File: src/charge_seq_pkg.sv
// Constants and types shared by the charge cycle sequencer
`default_nettype none
package charge_seq_pkg;
  localparam int unsigned CLK_HZ = 40000000;
  localparam int unsigned SOFT_WAIT_MS = 80;
  localparam int unsigned SOFT_STEP_US = 256;
  localparam int unsigned TERM_DGL_MS = 32;
  localparam int unsigned OVP_DGL_MS = 1;
  localparam int unsigned SOFT_WAIT_CYC = SOFT_WAIT_MS * (CLK_HZ / 1000);
  localparam int unsigned SOFT_STEP_CYC = SOFT_STEP_US * (CLK_HZ / 1000000);
  localparam int unsigned TERM_DGL_CYC = TERM_DGL_MS * (CLK_HZ / 1000);
  localparam int unsigned OVP_DGL_CYC = OVP_DGL_MS * (CLK_HZ / 1000);
  localparam int unsigned SW_FREQ_HZ = 1500000;
  // Rounded down so the switching rate never falls below the target
  localparam int unsigned SW_DIV_CYC = CLK_HZ / SW_FREQ_HZ;
  localparam int CNT_W = 32;
  // Input limit percentages, in order of the soft-start schedule
  localparam logic [6:0] PCT_START = 7'h28;
  localparam logic [6:0] PCT_50 = 7'h32;
  localparam logic [6:0] PCT_60 = 7'h3c;
  localparam logic [6:0] PCT_70 = 7'h46;
  localparam logic [6:0] PCT_80 = 7'h50;
  localparam logic [6:0] PCT_FULL = 7'h64;
  localparam int NUM_LOOPS = 5;
  // Register map
  localparam logic [7:0] CTRL_OFS = 8'h00;
  localparam logic [7:0] VREG_OFS = 8'h04;
  localparam logic [7:0] ICHG_OFS = 8'h08;
  localparam logic [7:0] STAT_OFS = 8'h0c;
  localparam logic [7:0] SENSE_OFS = 8'h10;
  localparam int CTRL_TE_BIT = 0;
  localparam int CTRL_HIZ_BIT = 1;
  localparam int CTRL_INH_BIT = 2;
  localparam int CTRL_RST_BIT = 3;
  localparam int CTRL_LOW_BIT = 4;
  localparam int CTRL_MINLIM_BIT = 5;
  localparam logic [5:0] CTRL_RESET = 6'h01;
  localparam logic [7:0] VREG_RESET = 8'h0a;
  localparam logic [7:0] ICHG_RESET = 8'h10;
  localparam logic [1:0] RESP_OKAY = 2'h0;
  localparam logic [1:0] RESP_SLVERR = 2'h2;
  typedef enum logic [2:0] {
    PH_IDLE, PH_SHORT, PH_LINEAR, PH_FAST, PH_TAPER, PH_DONE
  } phase_t;
  typedef enum logic [2:0] {
    SS_HIZ, SS_WAIT, SS_STEP, SS_DONE
  } soft_t;
endpackage : charge_seq_pkg
`default_nettype wire

File: src/charge_cycle_sequencer.sv
// Charge phase, soft-start, termination and overvoltage sequencing with AXI4-Lite registers
//
// Design decisions made here: the address map and the AXI4-Lite interface to the registers.
`default_nettype none
// Operation
// - Soft-start begins at forty percent limit
// - Step 50,60,70,80,100 percent after wait
// - Soft-start reruns only after high impedance
// - Fixed-frequency converter clock
// - All five loops active, dominant controls
// - Short-battery current below threshold, then programmed
// - Thermal loop reduces charge current
// - Floor voltage cuts charge; supplement at zero
// - Full fast-charge above system regulation point
// - Programmable regulation voltage, taper while holding
// - Terminate after deglitched low taper current
// - Inhibit termination on thermal or input loop or minimum
// - After termination regulate system, allow supplement
// - Cleared termination-allow bit disables termination
// - New cycle on supply or battery arrival
// - Recharge on listed events when safe
// - Overvoltage stops converter, opens discharge path
// - Overvoltage fault flagged after deglitch
// - Fault clears below recharge or high impedance
module charge_cycle_sequencer
(
  input wire logic aclk,
  input wire logic aresetn,
  input wire logic clk_en,
  input wire logic [7:0] s_axi_awaddr,
  input wire logic s_axi_awvalid,
  output logic s_axi_awready,
  input wire logic [31:0] s_axi_wdata,
  input wire logic [3:0] s_axi_wstrb,
  input wire logic s_axi_wvalid,
  output logic s_axi_wready,
  output logic [1:0] s_axi_bresp,
  output logic s_axi_bvalid,
  input wire logic s_axi_bready,
  input wire logic [7:0] s_axi_araddr,
  input wire logic s_axi_arvalid,
  output logic s_axi_arready,
  output logic [31:0] s_axi_rdata,
  output logic [1:0] s_axi_rresp,
  output logic s_axi_rvalid,
  input wire logic s_axi_rready,
  input wire logic charge_off_pin,
  input wire logic supply_valid,
  input wire logic battery_present,
  input wire logic bat_below_short,
  input wire logic sys_above_reg,
  input wire logic bat_at_reg,
  input wire logic bat_below_recharge,
  input wire logic bat_above_ovp,
  input wire logic chg_below_term,
  input wire logic supplement_event,
  input wire logic half_charge,
  input wire logic reverse_boost,
  input wire logic [charge_seq_pkg::NUM_LOOPS-1:0] loop_active,
  output logic [6:0] input_limit_pct,
  output logic converter_on,
  output logic sw_clk,
  output logic bat_switch_on,
  output logic bat_switch_linear,
  output logic short_current_sel,
  output logic fast_current_sel,
  output logic sys_regulate,
  output logic supplement_allow,
  output logic detect_start,
  output logic [7:0] vreg_code,
  output logic [7:0] ichg_code,
  output logic ovp_fault
);
  import charge_seq_pkg::*;
  // loop_active: 0 constant current, 1 constant voltage, 2 thermal,
  // 3 floor system voltage, 4 input voltage power loop.
  logic [5:0] ctrl_r;
  logic [7:0] vreg_r, ichg_r;
  logic aw_got_r, w_got_r;
  logic [7:0] awaddr_r;
  logic [31:0] wdata_r;
  logic [3:0] wstrb_r;
  logic awready_r, wready_r, bvalid_r, arready_r, rvalid_r;
  logic [1:0] bresp_r, rresp_r;
  logic [31:0] rdata_r;
  phase_t phase_r, phase_nxt;
  soft_t ss_r, ss_nxt;
  logic [2:0] step_r;
  logic [CNT_W-1:0] ss_cnt_r, term_cnt_r, ovp_cnt_r;
  logic [7:0] sw_cnt_r;
  logic sw_r, ovp_fault_r, ovp_now_r, detect_r;
  logic [6:0] pct_r;
  logic hiz_prev_r, inh_prev_r, rst_prev_r, cd_prev_r, sup_prev_r, bat_prev_r;

  wire wr_fire = aw_got_r && w_got_r && !bvalid_r;
  wire [7:0] wr_addr = awaddr_r;
  wire rd_fire = s_axi_arvalid && arready_r;
  wire hiz = ctrl_r[CTRL_HIZ_BIT] || charge_off_pin;
  wire te = ctrl_r[CTRL_TE_BIT];
  wire wr_ctrl = wr_fire && wr_addr == CTRL_OFS;
  wire wr_vreg = wr_fire && wr_addr == VREG_OFS;
  wire wr_ichg = wr_fire && wr_addr == ICHG_OFS;
  wire wr_ok = wr_ctrl || wr_vreg || wr_ichg;
  wire rd_ok = s_axi_araddr == CTRL_OFS || s_axi_araddr == VREG_OFS ||
               s_axi_araddr == ICHG_OFS || s_axi_araddr == STAT_OFS ||
               s_axi_araddr == SENSE_OFS;
  wire [31:0] stat_word = {16'h0000, pct_r, step_r, ss_r == SS_DONE,
                           ovp_fault_r, phase_r, ovp_now_r};
  wire [31:0] sense_word = {19'h00000, loop_active, supplement_event,
                            chg_below_term, bat_above_ovp, bat_below_recharge,
                            bat_at_reg, sys_above_reg, bat_below_short, supply_valid};
  wire [31:0] rd_word = s_axi_araddr == CTRL_OFS ? {26'h0, ctrl_r} :
                        s_axi_araddr == VREG_OFS ? {24'h0, vreg_r} :
                        s_axi_araddr == ICHG_OFS ? {24'h0, ichg_r} :
                        s_axi_araddr == STAT_OFS ? stat_word :
                        s_axi_araddr == SENSE_OFS ? sense_word : 32'h0;

  // Overvoltage acts at once, the status flag only after the deglitch
  wire ovp_dgl_done = ovp_cnt_r >= CNT_W'(OVP_DGL_CYC - 1);
  // The thermal or input voltage power loop pulling current down, or the minimum input limit, blocks termination
  wire term_inhibit = ctrl_r[CTRL_MINLIM_BIT] || half_charge || reverse_boost ||
                      ctrl_r[CTRL_LOW_BIT] || loop_active[2] || loop_active[4] ||
                      pct_r != PCT_FULL;
  wire term_qual = phase_r == PH_TAPER && te && !bat_below_recharge &&
                   chg_below_term && !term_inhibit && !supplement_event;
  wire term_done = term_qual && term_cnt_r >= CNT_W'(TERM_DGL_CYC - 1);
  wire new_cycle = !charge_off_pin && supply_valid && battery_present &&
                   bat_below_recharge && ((!sup_prev_r) || (!bat_prev_r));
  wire recharge_evt = supply_valid && !bat_above_ovp && (
                      bat_below_recharge ||
                      (ctrl_r[CTRL_INH_BIT] != inh_prev_r) ||
                      (ctrl_r[CTRL_RST_BIT] != rst_prev_r) ||
                      supplement_event ||
                      (charge_off_pin != cd_prev_r) ||
                      (ctrl_r[CTRL_HIZ_BIT] != hiz_prev_r));
  wire charge_ok = supply_valid && !hiz && !ctrl_r[CTRL_INH_BIT] && battery_present;

  always_comb begin
    phase_nxt = phase_r;
    if (!charge_ok || bat_above_ovp) begin
      phase_nxt = PH_IDLE;
    end else begin
      unique case (phase_r)
        PH_IDLE, PH_DONE: begin
          if (new_cycle || recharge_evt && phase_r == PH_DONE || phase_r == PH_IDLE)
            phase_nxt = bat_below_short ? PH_SHORT : PH_LINEAR;
        end
        PH_SHORT: if (!bat_below_short) phase_nxt = PH_LINEAR;
        PH_LINEAR: if (sys_above_reg) phase_nxt = PH_FAST;
        PH_FAST: if (bat_at_reg) phase_nxt = PH_TAPER;
        PH_TAPER: if (term_done) phase_nxt = PH_DONE;
        default: phase_nxt = PH_IDLE;
      endcase
    end
  end

  always_comb begin
    ss_nxt = ss_r;
    unique case (ss_r)
      SS_HIZ: if (!hiz && supply_valid) ss_nxt = SS_WAIT;
      SS_WAIT: if (ss_cnt_r >= CNT_W'(SOFT_WAIT_CYC - 1)) ss_nxt = SS_STEP;
      SS_STEP: if (ss_cnt_r >= CNT_W'(SOFT_STEP_CYC - 1) && step_r == 3'h4)
        ss_nxt = SS_DONE;
      SS_DONE: ss_nxt = SS_DONE;
      default: ss_nxt = SS_HIZ;
    endcase
    if (hiz) ss_nxt = SS_HIZ;
  end

  wire [6:0] pct_nxt = ss_r == SS_HIZ || ss_r == SS_WAIT ? PCT_START :
                       ss_r == SS_DONE ? PCT_FULL :
                       step_r == 3'h0 ? PCT_50 : step_r == 3'h1 ? PCT_60 :
                       step_r == 3'h2 ? PCT_70 : step_r == 3'h3 ? PCT_80 :
                       PCT_FULL;

  always_ff @(posedge aclk) begin
    if (!aresetn) begin
      ss_r <= SS_HIZ;
      ss_cnt_r <= '0;
      step_r <= 3'h0;
      pct_r <= PCT_START;
    end else if (clk_en) begin
      ss_r <= ss_nxt;
      pct_r <= pct_nxt;
      if (ss_nxt != ss_r || ss_r == SS_STEP && ss_cnt_r >= CNT_W'(SOFT_STEP_CYC - 1))
        ss_cnt_r <= '0;
      else
        ss_cnt_r <= ss_cnt_r + 1'b1;
      if (ss_r != SS_STEP)
        step_r <= 3'h0;
      else if (ss_cnt_r >= CNT_W'(SOFT_STEP_CYC - 1) && step_r != 3'h4)
        step_r <= step_r + 3'h1;
    end
  end

  always_ff @(posedge aclk) begin
    if (!aresetn) begin
      phase_r <= PH_IDLE;
      term_cnt_r <= '0;
      ovp_cnt_r <= '0;
      ovp_fault_r <= 1'b0;
      ovp_now_r <= 1'b0;
      detect_r <= 1'b0;
      hiz_prev_r <= 1'b0;
      inh_prev_r <= 1'b0;
      rst_prev_r <= 1'b0;
      cd_prev_r <= 1'b0;
      sup_prev_r <= 1'b0;
      bat_prev_r <= 1'b0;
    end else if (clk_en) begin
      phase_r <= phase_nxt;
      term_cnt_r <= term_qual ? term_cnt_r + 1'b1 : '0;
      ovp_cnt_r <= bat_above_ovp && !ovp_dgl_done ? ovp_cnt_r + 1'b1 :
                   bat_above_ovp ? ovp_cnt_r : '0;
      ovp_now_r <= bat_above_ovp;
      // A fresh detection wins over a clear in the same cycle
      if (bat_above_ovp && ovp_dgl_done)
        ovp_fault_r <= 1'b1;
      else if (bat_below_recharge || hiz)
        ovp_fault_r <= 1'b0;
      detect_r <= phase_r == PH_TAPER && phase_nxt == PH_DONE && te;
      hiz_prev_r <= ctrl_r[CTRL_HIZ_BIT];
      inh_prev_r <= ctrl_r[CTRL_INH_BIT];
      rst_prev_r <= ctrl_r[CTRL_RST_BIT];
      cd_prev_r <= charge_off_pin;
      sup_prev_r <= supply_valid;
      bat_prev_r <= battery_present;
    end
  end

  wire converter_ok = supply_valid && !hiz && !bat_above_ovp;

  // Converter timebase
  always_ff @(posedge aclk) begin
    if (!aresetn) begin
      sw_cnt_r <= 8'h00;
      sw_r <= 1'b0;
    end else if (clk_en) begin
      if (sw_cnt_r >= 8'(SW_DIV_CYC - 1)) begin
        sw_cnt_r <= 8'h00;
      end else begin
        sw_cnt_r <= sw_cnt_r + 8'h01;
      end
      sw_r <= sw_cnt_r < 8'(SW_DIV_CYC / 2) && converter_ok;
    end
  end

  // Output drivers
  always_ff @(posedge aclk) begin
    if (!aresetn) begin
      converter_on <= 1'b0;
      bat_switch_on <= 1'b0;
      bat_switch_linear <= 1'b0;
      short_current_sel <= 1'b0;
      fast_current_sel <= 1'b0;
      sys_regulate <= 1'b0;
      supplement_allow <= 1'b0;
    end else if (clk_en) begin
      converter_on <= converter_ok;
      // Charge switch is off after termination but the discharge path opens on overvoltage
      bat_switch_on <= bat_above_ovp || phase_nxt == PH_FAST ||
                       phase_nxt == PH_TAPER;
      bat_switch_linear <= !bat_above_ovp && (phase_nxt == PH_SHORT ||
                           phase_nxt == PH_LINEAR);
      short_current_sel <= phase_nxt == PH_SHORT;
      fast_current_sel <= phase_nxt == PH_LINEAR || phase_nxt == PH_FAST ||
                          phase_nxt == PH_TAPER;
      sys_regulate <= converter_ok && phase_nxt != PH_FAST &&
                      phase_nxt != PH_TAPER;
      // Supplement is blocked only on overvoltage; loops below settle it in the analog domain
      supplement_allow <= !bat_above_ovp;
    end
  end

  // AXI4-Lite slave
  always_ff @(posedge aclk) begin
    if (!aresetn) begin
      aw_got_r <= 1'b0;
      w_got_r <= 1'b0;
      awaddr_r <= 8'h00;
      wdata_r <= 32'h0;
      wstrb_r <= 4'h0;
      awready_r <= 1'b1;
      wready_r <= 1'b1;
      bvalid_r <= 1'b0;
      bresp_r <= RESP_OKAY;
      arready_r <= 1'b1;
      rvalid_r <= 1'b0;
      rdata_r <= 32'h0;
      rresp_r <= RESP_OKAY;
      ctrl_r <= CTRL_RESET;
      vreg_r <= VREG_RESET;
      ichg_r <= ICHG_RESET;
    end else if (clk_en) begin
      if (s_axi_awvalid && awready_r) begin
        aw_got_r <= 1'b1;
        awaddr_r <= s_axi_awaddr;
        awready_r <= 1'b0;
      end
      if (s_axi_wvalid && wready_r) begin
        w_got_r <= 1'b1;
        wdata_r <= s_axi_wdata;
        wstrb_r <= s_axi_wstrb;
        wready_r <= 1'b0;
      end
      if (wr_fire) begin
        aw_got_r <= 1'b0;
        w_got_r <= 1'b0;
        bvalid_r <= 1'b1;
        bresp_r <= wr_ok ? RESP_OKAY : RESP_SLVERR;
        if (wr_ctrl && wstrb_r[0]) ctrl_r <= wdata_r[5:0];
        if (wr_vreg && wstrb_r[0]) vreg_r <= wdata_r[7:0];
        if (wr_ichg && wstrb_r[0]) ichg_r <= wdata_r[7:0];
      end
      if (bvalid_r && s_axi_bready) begin
        bvalid_r <= 1'b0;
        awready_r <= 1'b1;
        wready_r <= 1'b1;
      end
      if (rd_fire) begin
        arready_r <= 1'b0;
        rvalid_r <= 1'b1;
        rdata_r <= rd_word;
        rresp_r <= rd_ok ? RESP_OKAY : RESP_SLVERR;
      end else if (rvalid_r && s_axi_rready) begin
        rvalid_r <= 1'b0;
        arready_r <= 1'b1;
      end
    end
  end

  assign s_axi_awready = awready_r;
  assign s_axi_wready = wready_r;
  assign s_axi_bvalid = bvalid_r;
  assign s_axi_bresp = bresp_r;
  assign s_axi_arready = arready_r;
  assign s_axi_rvalid = rvalid_r;
  assign s_axi_rdata = rdata_r;
  assign s_axi_rresp = rresp_r;
  assign input_limit_pct = pct_r;
  assign sw_clk = sw_r;
  assign detect_start = detect_r;
  assign vreg_code = vreg_r;
  assign ichg_code = ichg_r;
  assign ovp_fault = ovp_fault_r;
endmodule : charge_cycle_sequencer
`default_nettype wire

File: config.mk
export PLATFORM = sky130hd
export DESIGN_NAME = charge_cycle_sequencer
export DESIGN_NICKNAME = d
export VERILOG_FILES = /design/src/charge_seq_pkg.sv /design/src/charge_cycle_sequencer.sv
export SDC_FILE = /design/constraint.sdc
export NUM_CORES = 1
export LEC_CHECK = 0
export BUFFER_PORTS_ARGS = -buffer_cell sky130_fd_sc_hd__buf_2
export CAP_MARGIN = 20
export CORE_ASPECT_RATIO = 0.7
export CORE_MARGIN = 1
export CORE_UTILIZATION = 47
export DETAILED_ROUTE_END_ITERATION = 10
export PLACE_DENSITY_LB_ADDON = 0.1
export SLEW_MARGIN = 15
export SYNTH_ARGS = -nofsm -noshare
export SYNTH_HDL_FRONTEND = slang
export SYNTH_SLANG_ARGS = --single-unit
export TNS_END_PERCENT = 5
File: constraint.sdc
create_clock -name aclk -period 2.81 [get_ports aclk]
set_clock_uncertainty 0.05 [all_clocks]
set_input_delay 0.281 -clock aclk [delete_from_list [all_inputs] [get_ports aclk]]
set_output_delay 0.281 -clock aclk [all_outputs]
set_load 0.05 [all_outputs]
==> reports/results.ini <==
[cts]
htree_levels = 4
tritoncts_num_sinks = 200
postCtsSetupBuffers = 0
cts_resized = 0
count_of_hold_buffers_inserted_by_post_cts_repair = 0
tritoncts = built
cts.clk_slew.worst_paths_ps = 80
clk_path_buf_depth = 2
cts-buffers-inserted = 17
clkLatencyLatePin_ps = 440
ctsRootBufferMaster = sky130_fd_sc_hd__clkbuf_16

[power_and_ir_drop]
p_int_w = 0.004282
share_seq_of_total_power = 0.500
switching_share = 0.2641
power_density_relative_to_cell_area_nw_per_um2 = 544.0
share_comb_of_total_power = 0.074
max-vdd-ir-drop_uv = 325.7
power_w = 0.005820
part_of_the_total_power_dissipated_in_the_clock_network = 0.427
power.leakage_nw = 4.090
netSwitchingPower_w = 0.001537

[timing]
slew_at_the_pin_closest_to_its_max_slew_limit_ps = 824.4
final.period_utilization = 0.8586
min_tclk_post_route_ps = 2413
whs_ps = 22.00
grt_setup_unrepaired = no
hold_violations = 0
clock.fmax_mhz = 414.5
setup_viol = 0
timing_max_transition_violations_final = 0
timing.max_slew.rel_slack = 0.4488
sum_neg_setup_slack_ps = 0
final_critical_path_setup_slack_ps = 397.3

[yosys]
post_synth.cell_area_avg_um2 = 8.361
synth.cell_area_um2 = 9398
postSynthRegisterBits = 200
synth_enable_flop_cells = 0
post_synth_fa_ha_maj_area_fraction = 0.01465
main_combinational_cell_family_by_area_after_synthesis = simple AND/OR/NAND/NOR gates
postSynth.asyncResetShare = 0
post_synth_num_cell_types = 67
ys_dominant_reg_cell = sky130_fd_sc_hd__dfxtp_1
post_synthesis_mux_area_share = 0.04194
yosysSeqAreaShare = 0.4260
xor_xnor_portion_of_the_synthesized_cell_area = 0.07269
synth_cells = 1124
synth_compound_gate_area_share = 0.1205
syn_warnings = 0
post_synth_and_or_nand_nor_area_fraction = 0.2701

[final_layout]
diodes = 0
final_cells = 1484
layout_common_cells = sky130_fd_sc_hd__dfxtp_1, sky130_fd_sc_hd__nor2_1, sky130_fd_sc_hd__nand2_1
share_of_layout_cells_above_drive_strength_1 = 0.1484
fill_cells = 1850
area.sequential_um2 = 4004
multi_input_area_um2 = 4961
mostFrequentLayoutCell = sky130_fd_sc_hd__dfxtp_1
finish.net_count = 1295
area_growth_pct = 13.83

[grt]
maximum_number_of_pins_on_one_net_before_global_route_repair = 54
antenna_violations_before_repair = 0
groute.layer.met3.usage = 0.04288
grtUsageMet2 = 0.3247
grt-ovfl-total = 0
grtUsageTotal = 0.2343
vias_in_the_first_global_route = 7273
grt_pass1_wl_mm = 38.22
global_route.usage.met1 = 0.3672
top_usage_layer = met1

[routing]
post-route-drc-count = 0
route.antenna.remaining_nets = 0
detailroute.via_count = 8051
drt_first_iter_violations = 756
routed_via_density = 5.425
first_pass_iters = 7
detail_route.wl_per_cell_um = 15.66
totalWireLength_mm = 23.25

[setup_path]
setup.worst_path.class = reg2reg
critPathBufInv = 1
cp.arrival_ps = 2670
cpLargestDelayFamily = simple AND/OR/NAND/NOR gates
crit_fanout = 32
cpPeakStageDelay_ps = 490
crit_path_cell_trace = ha_1, nand3_1, or4_1, and3_1, o31ai_1, and3_1, buf_12, nor3_1
required_ps = 3070
critPathMostFrequentCell = sky130_fd_sc_hd__and3_1
start_kind = register
worst_setup_path_end_kind = register
critical_path_top_delay_cell = sky130_fd_sc_hd__or4_1

[min_path]
timing.hold.worst.class = in2reg

[floorplan]
starting_density = 0.4886
placeableCoreArea_um2 = 19230
die_w_um = 171.0
num_rows = 42
die_area_um2 = 20570
die_h_um = 120.3
floorplan.io_pins = 151

[run]
max_cap_violations = 0

[placed_design]
dp.cells = 1452
gp_routability_congestion = 0.8211
dpl.hpwl_mm = 16.47
dpl_worst_slack_ps = 378.9
numPortBuffers = 104

[outcome]
status = finished, final reports clean

==> worst register-to-register path, stage by stage, from the launching register on <==
cell,delay (ps)
sky130_fd_sc_hd__dfxtp_1,370
sky130_fd_sc_hd__ha_1,200
sky130_fd_sc_hd__nand3_1,100
sky130_fd_sc_hd__or4_1,490
sky130_fd_sc_hd__and3_1,230
sky130_fd_sc_hd__o31ai_1,310
sky130_fd_sc_hd__and3_1,250
sky130_fd_sc_hd__buf_12,200
sky130_fd_sc_hd__nor3_1,90
==> stage by stage <==
| stage | util | area, um^2 |
|---|---|---|
| 2_1_floorplan | - | 9465 |
| 3_3_place_gp | 0.5252 | 10100 |
| 3_5_place_dp | 0.5252 | 10100 |
| 4_1_cts | 0.5562 | 10700 |
| 5_1_grt | 0.5562 | 10700 |
| 6_report | 0.5562 | 10700 |
==> metal layers <==
| layer | vias to the layer above | share of wire |
|---|---|---|
| met3 | 13 | 0.064 |
| met2 | 245 | 0.40 |
| li1 | 4083 | - |
| met1 | 3710 | 0.53 |
| met5 | - | 0 |
| met4 | 0 | 0.0068 |
==> flip-flops by register name, indices dropped and copies added, names as in the netlist, 3 cells and up <==
signal / count
awaddr_r: 8
ctrl_r: 6
ichg_code: 8
input_limit_pct: 6
ovp_cnt_r: 32
phase_r: 3
s_axi_rdata: 16
ss_cnt_r: 32
ss_r: 3
step_r: 3
sw_cnt_r: 8
term_cnt_r: 32
vreg_code: 8
wdata_r: 8
==> power by group through the flow <==
stage	sequential, W	clock [W]	combinational [W]
final	0.00291	0.00248	0.000428
after global routing	0.00291	0.00266	0.000471
after CTS	0.00291	0.00254	0.000428
after detailed placement	0.00297	0	0.000426
after global placement	0.00297	0	0.000424
after floorplan	0.00301	0	0.000278
==> path summary, 6_finish.rpt <==
kind	from	to	slack [ps]	cells after the start
setup / recovery	ss_cnt_r[0]	ss_cnt_r[4]	400	8
hold / removal	s_axi_wdata[4]	wdata_r[4]	20	3
setup reg to reg	ss_cnt_r[0]	ss_cnt_r[4]	400	8
hold reg to reg	s_axi_rdata[7]	s_axi_rdata[7]	400	2
==> synthesized netlist by cell type, types with 12 or more instances <==
master                     instances  area (um^2)
sky130_fd_sc_hd__o21ai_0          37        185.2
sky130_fd_sc_hd__and3_1           36        225.2
sky130_fd_sc_hd__nor2_1          132        495.5
sky130_fd_sc_hd__nand2_1         118        442.9
sky130_fd_sc_hd__clkbuf_1         45        168.9
sky130_fd_sc_hd__inv_1            20        75.07
sky130_fd_sc_hd__nand3_1          46        230.2
sky130_fd_sc_hd__nand4_1          30        187.7
sky130_fd_sc_hd__nor4_1           21        131.4
sky130_fd_sc_hd__a21oi_1          63        315.3
sky130_fd_sc_hd__xnor2_1          24        210.2
sky130_fd_sc_hd__nor3_1           46        230.2
sky130_fd_sc_hd__mux2i_1          36        360.4
sky130_fd_sc_hd__buf_4            25        187.7
sky130_fd_sc_hd__dfxtp_1         200         4004
sky130_fd_sc_hd__xor2_1           54        473.0
sky130_fd_sc_hd__o21ai_1          15        75.07
sky130_fd_sc_hd__and2_1           12        75.07
sky130_fd_sc_hd__a31oi_1          15        93.84
==> layout make-up <==
class | instances | share of cell area
timing repair buffer | 130 | 0.06807
clock buffer | 18 | 0.04105
tap | 264 | 0.03088
inverter | 21 | 0.007368
sequential | 200 | 0.3743
clock inverter | 14 | 0.01462
multi-input combinational | 837 | 0.4637
==> logic make-up after synthesis <==
family                     count (synthesis)
DFF                                      200
and+or+nand+nor                          505
adders and majority gates                 11
buffers and inverters                    105
other                                      1
xor gates and xnor gates                  78
AOI/OAI and AO/OA                        185
muxes                                     39
Power figures use the tool's default switching activity.
